--- config.mk ---
export PLATFORM = sky130hd
export DESIGN_NAME = pin_state_power_control
export DESIGN_NICKNAME = d
export VERILOG_FILES = /design/src/verilog/pin_state_pkg.sv /design/src/verilog/clock_divide_if.sv /design/src/verilog/clock_divide_by8.sv /design/src/verilog/pin_state_power_control.sv
export SDC_FILE = /design/constraint.sdc
export NUM_CORES = 1
export LEC_CHECK = 0
export BUFFER_PORTS_ARGS = -buffer_cell sky130_fd_sc_hd__buf_2
export CORE_ASPECT_RATIO = 1.4
export CORE_MARGIN = 4
export CORE_UTILIZATION = 43
export DETAILED_ROUTE_END_ITERATION = 12
export PLACE_DENSITY = 0.9
export SYNTH_ARGS = -nofsm -noshare
export SYNTH_HDL_FRONTEND = slang
export SYNTH_HIERARCHICAL = 1
export SYNTH_SLANG_ARGS = --single-unit
export TNS_END_PERCENT = 10
--- constraint.sdc ---
create_clock -name clk_sys -period 2.3 [get_ports clk_sys]
set_input_delay 0.575 -clock clk_sys [delete_from_list [all_inputs] [get_ports clk_sys]]
set_output_delay 0.575 -clock clk_sys [all_outputs]
set_load 0.02 [all_outputs]
--- src/verilog/pin_state_pkg.sv ---
// Constants and types shared by the pin-state power control design
package pin_state_pkg;

  // Prioritised power states, highest first
  typedef enum logic [2:0] {
    st_reset,
    st_refresh,
    st_sleep,
    st_idle,
    st_general_pd,
    st_normal
  } power_state_t;

  // Field positions inside the control bytes
  localparam int SYNC_CTRL_ENABLE_BIT = 2;
  localparam int PANEL_CTRL_SYNC_LOW_BIT = 3;
  localparam int PANEL_CTRL_STATIC_LOW_BIT = 4;
  localparam int PANEL_PIN_TRISTATE_BIT = 5;
  localparam int PANEL_POWER_ON_BIT = 2;
  localparam int HOST_RELEASE_BIT = 5;
  localparam int STRAP_BIT = 3;

  // Reset values of the software-written bits
  localparam logic PANEL_PIN_TRISTATE_RESET = 1'b1;
  localparam logic PANEL_POWER_ON_RESET = 1'b0;

  // Clock divide in the divided power states
  localparam int CLOCK_DIVIDE_RATIO = 8;
  localparam int DIVIDER_COUNT_WIDTH = 2;

  // Synchronised pin inputs, index into the pin vector
  localparam int PIN_RESET = 0;
  localparam int PIN_REFRESH_B = 1;
  localparam int PIN_STRAP = 2;
  localparam int PIN_COUNT = 3;

endpackage : pin_state_pkg

--- src/verilog/clock_divide_if.sv ---
// Interface between the pin-state controller and its clock divider
interface clock_divide_if;
  logic enable;
  logic src_clk;
  logic tick;

  modport master (
    output enable,
    output src_clk,
    input tick
  );

  modport divider (
    input enable,
    input src_clk,
    output tick
  );
endinterface : clock_divide_if

--- src/verilog/clock_divide_by8.sv ---
// Edge counter giving a toggle pulse every half period of the source clock divided by eight
module clock_divide_by8 #(
  parameter int RATIO = pin_state_pkg::CLOCK_DIVIDE_RATIO
) (
  input wire logic clk_sys,
  input wire logic rst_sync_b,
  clock_divide_if.divider div
);
  import pin_state_pkg::*;

  localparam logic [DIVIDER_COUNT_WIDTH-1:0] HALF_LAST = DIVIDER_COUNT_WIDTH'(RATIO / 2 - 1);

  logic src_prev;
  logic next_src_prev;
  logic [DIVIDER_COUNT_WIDTH-1:0] count;
  logic [DIVIDER_COUNT_WIDTH-1:0] next_count;
  logic rise;

  assign rise = div.src_clk & ~src_prev;

  always_comb begin
    next_src_prev = div.src_clk;
    next_count = count;
    div.tick = 1'b0;
    if (!div.enable) begin
      // Restart so the divided clock starts with a full half period
      next_count = '0;
    end else if (rise) begin
      if (count == HALF_LAST) begin
        next_count = '0;
        div.tick = 1'b1;
      end else begin
        next_count = count + 1'b1;
      end
    end
  end

  always_ff @(posedge clk_sys or negedge rst_sync_b) begin
    if (!rst_sync_b) begin
      src_prev <= 1'b0;
      count <= '0;
    end else begin
      src_prev <= next_src_prev;
      count <= next_count;
    end
  end
endmodule : clock_divide_by8

--- src/verilog/pin_state_power_control.sv ---
// Pin-state selection for memory, clock, sync, colour and panel pins across power states
module pin_state_power_control #(
  parameter int ADDR_WIDTH = 9,
  parameter int DATA_WIDTH = 16,
  parameter int COLOUR_WIDTH = 3,
  parameter int PANEL_WIDTH = 8
) (
  input wire logic clk_sys,
  input wire logic rst_b,
  input wire logic reset_pin,
  input wire logic refresh_pin_b,
  input wire logic memory_data_line3,
  input wire logic sleep_mode,
  input wire logic display_idle_mode,
  input wire logic general_pd_mode,
  input wire logic clock_divide_en,
  input wire logic internal_refresh,
  input wire logic self_refresh_en,
  input wire logic external_pclk_mode,
  input wire logic frame_select,
  input wire logic [7:0] sync_control_reg,
  input wire logic [7:0] panel_control_reg,
  input wire logic [7:0] host_release_reg,
  input wire logic panel_pin_control_wr,
  input wire logic [7:0] panel_pin_control_wdata,
  input wire logic panel_power_control_wr,
  input wire logic [7:0] panel_power_control_wdata,
  input wire logic host_access_req,
  input wire logic core_ras_b,
  input wire logic core_cas_b,
  input wire logic core_oe_b,
  input wire logic core_we_b,
  input wire logic [ADDR_WIDTH-1:0] core_addr,
  input wire logic core_data_oe,
  input wire logic core_pixel_clock,
  input wire logic core_memory_clock,
  input wire logic core_hsync,
  input wire logic core_vsync,
  input wire logic core_blank,
  input wire logic core_frame,
  input wire logic [COLOUR_WIDTH-1:0] core_colour,
  input wire logic [PANEL_WIDTH-1:0] core_panel_data,
  input wire logic core_shift_clock,
  input wire logic [1:0] core_panel_user,
  output pin_state_pkg::power_state_t power_state,
  output logic config_strap_bit3,
  output logic row_strobe_b,
  output logic column_strobe_b,
  output logic bank_a_output_enable,
  output logic bank_a_write_enable,
  output logic [ADDR_WIDTH-1:0] memory_addr,
  output logic memory_data_oe,
  output logic memory_clock_pin_out,
  output logic memory_clock_pin_oe,
  output logic secondary_video_clock_pin_out,
  output logic secondary_video_clock_pin_oe,
  output logic hsync_out,
  output logic vsync_out,
  output logic frame_output,
  output logic [COLOUR_WIDTH-1:0] colour_out,
  output logic [PANEL_WIDTH-1:0] panel_data_out,
  output logic panel_data_oe,
  output logic panel_shift_clock_out,
  output logic [1:0] panel_user_out,
  output logic panel_power_off_out,
  output logic panel_pin_tristate,
  output logic panel_power_on,
  output logic host_access_refused
);
  import pin_state_pkg::*;

  // Local reset release
  logic [1:0] rst_pipe;
  logic rst_sync_b;

  always_ff @(posedge clk_sys or negedge rst_b) begin
    if (!rst_b) begin
      rst_pipe <= 2'b00;
    end else begin
      rst_pipe <= {rst_pipe[0], 1'b1};
    end
  end
  assign rst_sync_b = rst_pipe[1];

  // Pin inputs: three stages, value changes only when stages two and three agree
  logic [PIN_COUNT-1:0] pin_raw;
  logic [PIN_COUNT-1:0] pin_s1;
  logic [PIN_COUNT-1:0] pin_s2;
  logic [PIN_COUNT-1:0] pin_s3;
  logic [PIN_COUNT-1:0] pin_val;
  logic [PIN_COUNT-1:0] next_pin_val;

  assign pin_raw = {memory_data_line3, refresh_pin_b, reset_pin};

  generate
    for (genvar i = 0; i < PIN_COUNT; i++) begin : g_pin
      always_comb begin
        next_pin_val[i] = (pin_s2[i] == pin_s3[i]) ? pin_s3[i] : pin_val[i];
      end
      always_ff @(posedge clk_sys or negedge rst_sync_b) begin
        if (!rst_sync_b) begin
          pin_s1[i] <= (i == PIN_REFRESH_B);
          pin_s2[i] <= (i == PIN_REFRESH_B);
          pin_s3[i] <= (i == PIN_REFRESH_B);
          pin_val[i] <= (i == PIN_REFRESH_B) ? 1'b1 : 1'b0;
        end else begin
          pin_s1[i] <= pin_raw[i];
          pin_s2[i] <= pin_s1[i];
          pin_s3[i] <= pin_s2[i];
          pin_val[i] <= next_pin_val[i];
        end
      end
    end
  endgenerate

  // Divided clock for the divide states
  clock_divide_if div ();
  logic div_clock;
  logic next_div_clock;
  logic divide_active;

  assign div.src_clk = core_pixel_clock;
  assign div.enable = divide_active;

  clock_divide_by8 u_divider (
    .clk_sys(clk_sys),
    .rst_sync_b(rst_sync_b),
    .div(div)
  );

  // State selection and control bits
  power_state_t state;
  power_state_t next_state;
  logic next_strap;
  logic next_tristate;
  logic next_power_on;
  logic in_power_down;
  logic refresh_active;
  logic cas_low_seen;
  logic next_cas_low_seen;

  assign refresh_active = ~pin_val[PIN_REFRESH_B] | internal_refresh;
  assign in_power_down = (state == st_sleep) || (state == st_idle) || (state == st_general_pd);
  assign divide_active = clock_divide_en && ((state == st_idle) || (state == st_general_pd));

  always_comb begin
    // Device reset pin outranks every power request
    if (pin_val[PIN_RESET]) begin
      next_state = st_reset;
    end else if (refresh_active) begin
      next_state = st_refresh;
    end else if (sleep_mode) begin
      next_state = st_sleep;
    end else if (display_idle_mode) begin
      next_state = st_idle;
    end else if (general_pd_mode) begin
      next_state = st_general_pd;
    end else begin
      next_state = st_normal;
    end

    next_strap = config_strap_bit3;
    next_tristate = panel_pin_tristate;
    next_power_on = panel_power_on;
    if (pin_val[PIN_RESET]) begin
      next_strap = pin_val[PIN_STRAP];
      next_tristate = PANEL_PIN_TRISTATE_RESET;
      next_power_on = PANEL_POWER_ON_RESET;
    end else begin
      if (panel_pin_control_wr) begin
        next_tristate = panel_pin_control_wdata[PANEL_PIN_TRISTATE_BIT];
      end
      if (panel_power_control_wr) begin
        next_power_on = panel_power_control_wdata[PANEL_POWER_ON_BIT];
      end
    end

    // Self-refresh entry: column strobe falls one cycle before row strobe
    next_cas_low_seen = in_power_down && self_refresh_en && (state != st_refresh);

    next_div_clock = div_clock;
    if (!divide_active) begin
      next_div_clock = 1'b0;
    end else if (div.tick) begin
      next_div_clock = ~div_clock;
    end
  end

  always_ff @(posedge clk_sys or negedge rst_sync_b) begin
    if (!rst_sync_b) begin
      state <= st_reset;
      config_strap_bit3 <= 1'b0;
      panel_pin_tristate <= PANEL_PIN_TRISTATE_RESET;
      panel_power_on <= PANEL_POWER_ON_RESET;
      cas_low_seen <= 1'b0;
      div_clock <= 1'b0;
    end else begin
      state <= next_state;
      config_strap_bit3 <= next_strap;
      panel_pin_tristate <= next_tristate;
      panel_power_on <= next_power_on;
      cas_low_seen <= next_cas_low_seen;
      div_clock <= next_div_clock;
    end
  end

  assign power_state = state;

  // Pin values
  logic next_ras_b;
  logic next_cas_b;
  logic next_oe;
  logic next_we;
  logic [ADDR_WIDTH-1:0] next_addr;
  logic next_data_oe;
  logic next_mclk_out;
  logic next_mclk_oe;
  logic next_secondary_video_clock_pin_out;
  logic next_secondary_video_clock_pin_oe;
  logic next_hsync;
  logic next_vsync;
  logic next_frame;
  logic [COLOUR_WIDTH-1:0] next_colour;
  logic [PANEL_WIDTH-1:0] next_panel_data;
  logic next_panel_oe;
  logic next_shift_clock;
  logic [1:0] next_panel_user;
  logic next_power_off;
  logic sync_h;
  logic sync_v;
  logic clock_src;

  always_comb begin
    // Polarity already applied by the core; static overrides here
    sync_h = core_hsync;
    sync_v = core_vsync;
    if (panel_control_reg[PANEL_CTRL_SYNC_LOW_BIT]) begin
      sync_h = 1'b0;
      sync_v = 1'b0;
    end else if (!sync_control_reg[SYNC_CTRL_ENABLE_BIT]) begin
      sync_h = 1'b1;
      sync_v = 1'b1;
    end
    clock_src = divide_active ? div_clock : core_pixel_clock;

    next_ras_b = core_ras_b;
    next_cas_b = core_cas_b;
    next_oe = core_oe_b;
    next_we = core_we_b;
    next_addr = core_addr;
    next_data_oe = core_data_oe;
    next_hsync = sync_h;
    next_vsync = sync_v;
    next_frame = frame_select ? core_frame : core_blank;
    next_colour = core_colour;
    next_panel_data = core_panel_data;
    next_shift_clock = core_shift_clock;
    next_panel_user = core_panel_user;
    next_power_off = ~panel_power_on;

    case (state)
      st_reset: begin
        next_ras_b = 1'b1;
        next_cas_b = 1'b1;
        next_oe = 1'b1;
        next_we = 1'b1;
        next_addr = '0;
        next_data_oe = 1'b0;
        next_hsync = 1'b0;
        next_vsync = 1'b0;
        next_colour = '0;
        next_panel_data = '0;
        next_shift_clock = 1'b0;
        next_panel_user = 2'b00;
        next_power_off = 1'b1;
      end
      st_refresh: begin
        // Strobes run as normal for the whole refresh cycle
        next_oe = 1'b0;
        next_we = 1'b1;
        next_data_oe = 1'b0;
        next_ras_b = core_ras_b;
        next_cas_b = core_cas_b;
      end
      st_sleep, st_idle, st_general_pd: begin
        if (self_refresh_en) begin
          next_cas_b = 1'b0;
          next_ras_b = ~cas_low_seen;
        end else begin
          next_ras_b = 1'b1;
          next_cas_b = 1'b1;
        end
        next_oe = 1'b0;
        next_we = (state == st_general_pd) ? core_we_b : 1'b1;
        next_addr = (state == st_general_pd) ? core_addr : {ADDR_WIDTH{1'b1}};
        next_data_oe = 1'b0;
        next_hsync = 1'b0;
        next_vsync = 1'b0;
        next_colour = '0;
        next_panel_data = '0;
        next_shift_clock = 1'b0;
        next_power_off = 1'b1;
        if (frame_select) begin
          next_frame = 1'b0;
        end
        if (state == st_sleep) begin
          next_panel_user = panel_user_out;
        end
      end
      st_normal: begin
        next_ras_b = core_ras_b;
      end
      default: begin
        next_ras_b = 1'b1;
        next_cas_b = 1'b1;
      end
    endcase

    if (panel_control_reg[PANEL_CTRL_STATIC_LOW_BIT]) begin
      next_shift_clock = 1'b0;
    end
    next_panel_oe = ~panel_pin_tristate;

    // Memory clock is never driven internally; the secondary clock pin is driven only while config_strap_bit3 is set
    next_mclk_oe = 1'b0;
    next_mclk_out = core_memory_clock;
    next_secondary_video_clock_pin_oe = config_strap_bit3;
    next_secondary_video_clock_pin_out = clock_src;
    if (external_pclk_mode && !config_strap_bit3) begin
      next_secondary_video_clock_pin_oe = 1'b0;
    end
  end

  always_ff @(posedge clk_sys or negedge rst_sync_b) begin
    if (!rst_sync_b) begin
      row_strobe_b <= 1'b1;
      column_strobe_b <= 1'b1;
      bank_a_output_enable <= 1'b1;
      bank_a_write_enable <= 1'b1;
      memory_addr <= '0;
      memory_data_oe <= 1'b0;
      memory_clock_pin_out <= 1'b0;
      memory_clock_pin_oe <= 1'b0;
      secondary_video_clock_pin_out <= 1'b0;
      secondary_video_clock_pin_oe <= 1'b0;
      hsync_out <= 1'b0;
      vsync_out <= 1'b0;
      frame_output <= 1'b0;
      colour_out <= '0;
      panel_data_out <= '0;
      panel_data_oe <= 1'b0;
      panel_shift_clock_out <= 1'b0;
      panel_user_out <= 2'b00;
      panel_power_off_out <= 1'b1;
    end else begin
      row_strobe_b <= next_ras_b;
      column_strobe_b <= next_cas_b;
      bank_a_output_enable <= next_oe;
      bank_a_write_enable <= next_we;
      memory_addr <= next_addr;
      memory_data_oe <= next_data_oe;
      memory_clock_pin_out <= next_mclk_out;
      memory_clock_pin_oe <= next_mclk_oe;
      secondary_video_clock_pin_out <= next_secondary_video_clock_pin_out;
      secondary_video_clock_pin_oe <= next_secondary_video_clock_pin_oe;
      hsync_out <= next_hsync;
      vsync_out <= next_vsync;
      frame_output <= next_frame;
      colour_out <= next_colour;
      panel_data_out <= next_panel_data;
      panel_data_oe <= next_panel_oe;
      panel_shift_clock_out <= next_shift_clock;
      panel_user_out <= next_panel_user;
      panel_power_off_out <= next_power_off;
    end
  end

  // Host refusal follows the request combinationally
  assign host_access_refused = host_access_req && (state == st_sleep) && host_release_reg[HOST_RELEASE_BIT];
endmodule : pin_state_power_control

# Word level (Yosys, flattened, before mapping)
# Index checks and enable logic that the tools add are counted.
# totals
reg_bits,61
latch_bits,0
mem_bits_rw,0
rom_bits,0
in_bits,90
out_inout_bits,44
elab_cells,125
n_memories,0
# classes
add_sub_neg,1
n_mul,0
n_div,0
order_cmp,0
n_eq_ne,13
shift,0
muxes,45
bitwise_logic,8
reduce_logical,19
# ops
op,n
1-bit 2-to-1 mux,28
9-bit case mux with 2 select lines,1
3-bit 2-to-1 mux,5
9-bit 2-to-1 mux,1
2-bit 2-to-1 mux,4
8-bit 2-to-1 mux,1
1-bit case mux with 2 select lines,4
4-bit OR reduction,2
"3-bit by 2-bit == test with 1-bit output, second input constant",2
"3-bit == test, second input constant",2
1-bit logical AND,6
1-bit NOT,6
5-bit OR reduction,1
"2-bit inequality test, second input constant",2
2-bit case mux with 2 select lines,1
2-bit nonzero test,2
2-bit OR reduction,2
1-bit == test,3
"3-bit by 1-bit == test with 1-bit output, second input constant",1
3-bit zero test,1
1-bit logical OR,3
"3-bit by 1-bit inequality test with 1-bit output, second input constant",1
3-bit OR reduction,1
"2-bit by 1-bit adder with 2-bit output, second input constant",1
5 further kinds,5

# Depth between registers and ports, before layout
# depth
depth_word,6
depth_mapped,6
mapped_depth_nobuf,5

# Cells and area by module
# The synthesis kept the hierarchy.
# modules_own_cells
module,instances,cells_each,area_each_um2,seq_area_each_um2
pin_state_power_control,1,153,2095.8,1463.9
clock_divide_by8,1,12,145.1,75.1

# Least setup slack after synthesis
# No wires, ideal clock.
# synth_path
path_kind,reg-to-output
start,register state[2] (netlist: power_state[2])
end,output host_access_refused
t_arrival_ns,1.245
required_ns,1.725
slack_ns,0.480
path_stages_with_launch,5
path_buffers,1
path_cell_list,dfrtp_1 > buf_6 > nor2b_1 > nand3_1 > nor2_1
# synth_between
elab_chain_len,3
# synth_lines
element,line,source
from (decl),pin_state_power_control.sv:132,power_state_t state;
from (signal assigned),pin_state_power_control.sv:191,state <= st_reset;
from (signal assigned),pin_state_power_control.sv:198,state <= next_state;
3-bit by 2-bit == test with 1-bit output,pin_state_power_control.sv:379,assign host_access_refused = host_access_req && (state == st_sleep) && host_release_reg[HOST_RELEASE_BIT];
1-bit logical AND (2 in series),pin_state_power_control.sv:379,
to (decl),pin_state_power_control.sv:68,output logic host_access_refused
# No other way between the ends.

# Worst setup path after layout
# layout_path
start,register state[1] (netlist: power_state[1])
end,output host_access_refused
# Same word-level chain as after synthesis.

==> results.sh <==
export IMPL_status="completed"
export IMPL_synth_seq_area_share=0.687
export IMPL_cts_root_buffer="sky130_fd_sc_hd__clkbuf_8"
export IMPL_vias_in_the_first_global_route=1617
export IMPL_r2r_slack_ns=0.61
export IMPL_fin_setup_tns_ns=0
export IMPL_end_kind="output port"
export IMPL_firstDrtPassIters=4
export IMPL_report_power_total_w=0.00243
export IMPL_cts_repair_resizes=0
export IMPL_period_share=0.905
export IMPL_reg2reg_depth=5
export IMPL_syn_nets=256
export IMPL_initial_utilization=0.452
export IMPL_min_delay_path_class="in -> async"
export IMPL_cap_viol_max_count=0
export IMPL_port_buffer_count=97
export IMPL_floorplan_rows=30
export IMPL_cts_buffers_inserted=9
export IMPL_postRouteAntennaNets=0
export IMPL_grt_start_max_net_pins=35
export IMPL_relSlewSlack=0.614
export IMPL_worstSetupPathType="reg -> out"
export IMPL_insertion_delay_of_the_later_clocked_pin_in_the_worst_skew_pair_ns=0.32
export IMPL_cts_buffer_depth=2
export IMPL_global_route_overflow_total=0
export IMPL_die_y_um=93.4
export IMPL_max_slew_worst_pin_slew_ns=0.580
export IMPL_synth_cell_area_um2=2240
export IMPL_postSynth_topFlopCell="sky130_fd_sc_hd__dfrtp_1"
export IMPL_htree_num_levels=3
export IMPL_ir_drop_mv=0.492
export IMPL_synth_cells=165
export IMPL_final_wtd_congestion=0.759
export IMPL_via_count=1568
export IMPL_tritoncts="built"
export IMPL_postCtsHoldBufs=0
export IMPL_critPathArrivalTime_ns=1.51
export IMPL_route_detailed_vias_per_inst=4.65
export IMPL_hpwl_mm=3.24
export IMPL_setup_violations=0
export IMPL_postCtsSetupRepairBufs=0
export IMPL_core_region_area_um2=4950
export IMPL_min_period_ns=2.08
export IMPL_leakagePower_nw=1.60
export IMPL_detail_route_drc_violations=0
export IMPL_crit_path_start_kind="flip-flop"
export IMPL_groute_usage_overall=0.147
export IMPL_grt_first_pass_wirelength_mm=7.34
export IMPL_clock_sinks=61
export IMPL_synthDistinctLibCells=42
export IMPL_synth_edf_count=0
export IMPL_cts_reportedPaths_clkPinSlew_ns=0.06
export IMPL_area_growth_pct=32.3
export IMPL_unrepaired_setup_endpoints_after_global_routing="false"
export IMPL_crit_path_max_fanout=13
export IMPL_top_count_cell_post_synth="sky130_fd_sc_hd__dfrtp_1"
export IMPL_drive_gt1_frac=0.473
export IMPL_worst_endpoint_required_ns=1.73
export IMPL_fmax_mhz=480
export IMPL_finish_net_count=359
export IMPL_average_cell_area_after_synthesis_um2=13.6
export IMPL_yosys_reg_bits=61
export IMPL_io_pin_count=134
export IMPL_synthTopCellsByCount="51 x sky130_fd_sc_hd__dfrtp_1, 13 x sky130_fd_sc_hd__nor2b_1, 10 x sky130_fd_sc_hd__dfstp_2"
export IMPL_synth_top_cells_by_area="sky130_fd_sc_hd__dfrtp_1 57%, sky130_fd_sc_hd__dfstp_2 12%, sky130_fd_sc_hd__nor2b_1 3.6%"
export IMPL_post_synth_top_area_cell="sky130_fd_sc_hd__dfrtp_1"
export IMPL_drt_wirelength_per_cell_um=12.8
export IMPL_insertedDiodeCount=0
export IMPL_synthesis_yosys_warnings=6
export IMPL_wirelength_mm=4.32
export IMPL_floorplan_die_area_um2=6450
export IMPL_hold_viol_final=0
export IMPL_synth_top_area_frac=0.570
export IMPL_finClkSkew_ns=0.00498
export IMPL_die_width_um=69.0
export IMPL_initialDrtViolationCount=72
export IMPL_final_max_slew_viol_count=0
export IMPL_power_density_nw_per_um2=820
export IMPL_antenna_found_initial=0
export IMPL_ys_async_sr_fraction=1.00
[per-layer routing]
metal,share of wire,up-vias,GRT usage
met1,0.40,733,0.165
met2,0.47,78,0.229
met3,0.11,6,0.0667
met5,0,-,0
li1,-,751,-
met4,0.014,0,0.0879
[path summary, 6_finish.rpt]
| kind | endpoint | start |
|---|---|---|
| setup / recovery | host_access_refused | power_state[1] |
| hold / removal | rst_pipe[0] | rst_b |
| setup reg to reg | div_clock | power_state[2] |
| hold reg to reg | u_divider/count[0] | rst_pipe[1] |
| max in group asynchronous | pin_s2[1] | rst_pipe[1] |
| min in group clk_sys | pin_s2[2] | pin_s1[2] |
[power by group]
part / internal, W / switching [W] / leakage, nW
clock: 0.000511 / 0.000362 / 0.0970
sequential: 0.00117 / 0.0000494 / 0.751
combinational: 0.000143 / 0.000198 / 0.747
[state kept, by name (all words and copies together), names as in the netlist, 2 cells and up]
name,cells
pin_val,3
power_state,3
u_divider/count,2
rst_pipe,2
memory_addr,9
pin_s1,3
panel_data_out,8
colour_out,3
pin_s3,3
panel_user_out,2
pin_s2,3
[worst max-delay path: stages (launching register included)]
cell and delay, ns:
sky130_fd_sc_hd__dfrtp_1 0.63, sky130_fd_sc_hd__nor2b_1 0.23, sky130_fd_sc_hd__nand3_1 0.09, sky130_fd_sc_hd__nor2_1 0.08
sky130_fd_sc_hd__buf_2 0.17
[through the flow]
stage	util	area, um^2	std cells	setup WS [ns]	hold WS (ns)
after CTS	0.598	2970	337	0.194	0.00892
after global routing	0.598	2970	337	0.0867	0.00534
final	0.598	2970	337	0.218	0.0304
after global placement	0.560	2780	321	0.572	0.289
after detailed placement	0.560	2780	321	0.548	0.293
after floorplan	-	2240	165	0.480	0.279
[area by class of cell]
type	instances	area (um^2)
Fill cell	425	1990
Sequential cell	61	1540
Multi-Input combinational cell	89	608
Timing Repair Buffer	100	520
Clock buffer	16	190
Tap cell	64	80.1
Inverter	7	26.3
[cell usage in the layout (no fill, tap or decap), drive strengths merged, types with 4 or more instances in the layout]
cell and count:
a21o 9, buf 100, clkbuf 16, dfrtp 51, dfstp 10, inv 7
nand2 9, nor2 5, nor2b 15, o21a 4, o21ai 5
[kinds of logic after synthesis]
| kind of cell | count (synthesis) | share of synthesized area |
|---|---|---|
| multiplexers | 4 | 0.0184 |
| adder cells (fa/ha/maj) | 4 | 0.0190 |
| AO/OA/AOI/OAI | 27 | 0.0860 |
| XOR/XNOR | 1 | 0.00391 |
| flip-flops | 61 | 0.687 |
| other | 2 | 0.00335 |
| AND/OR/NAND/NOR | 51 | 0.141 |
| buffers and inverters | 15 | 0.0419 |
No activity file was read; power rests on OpenSTA's default activity.
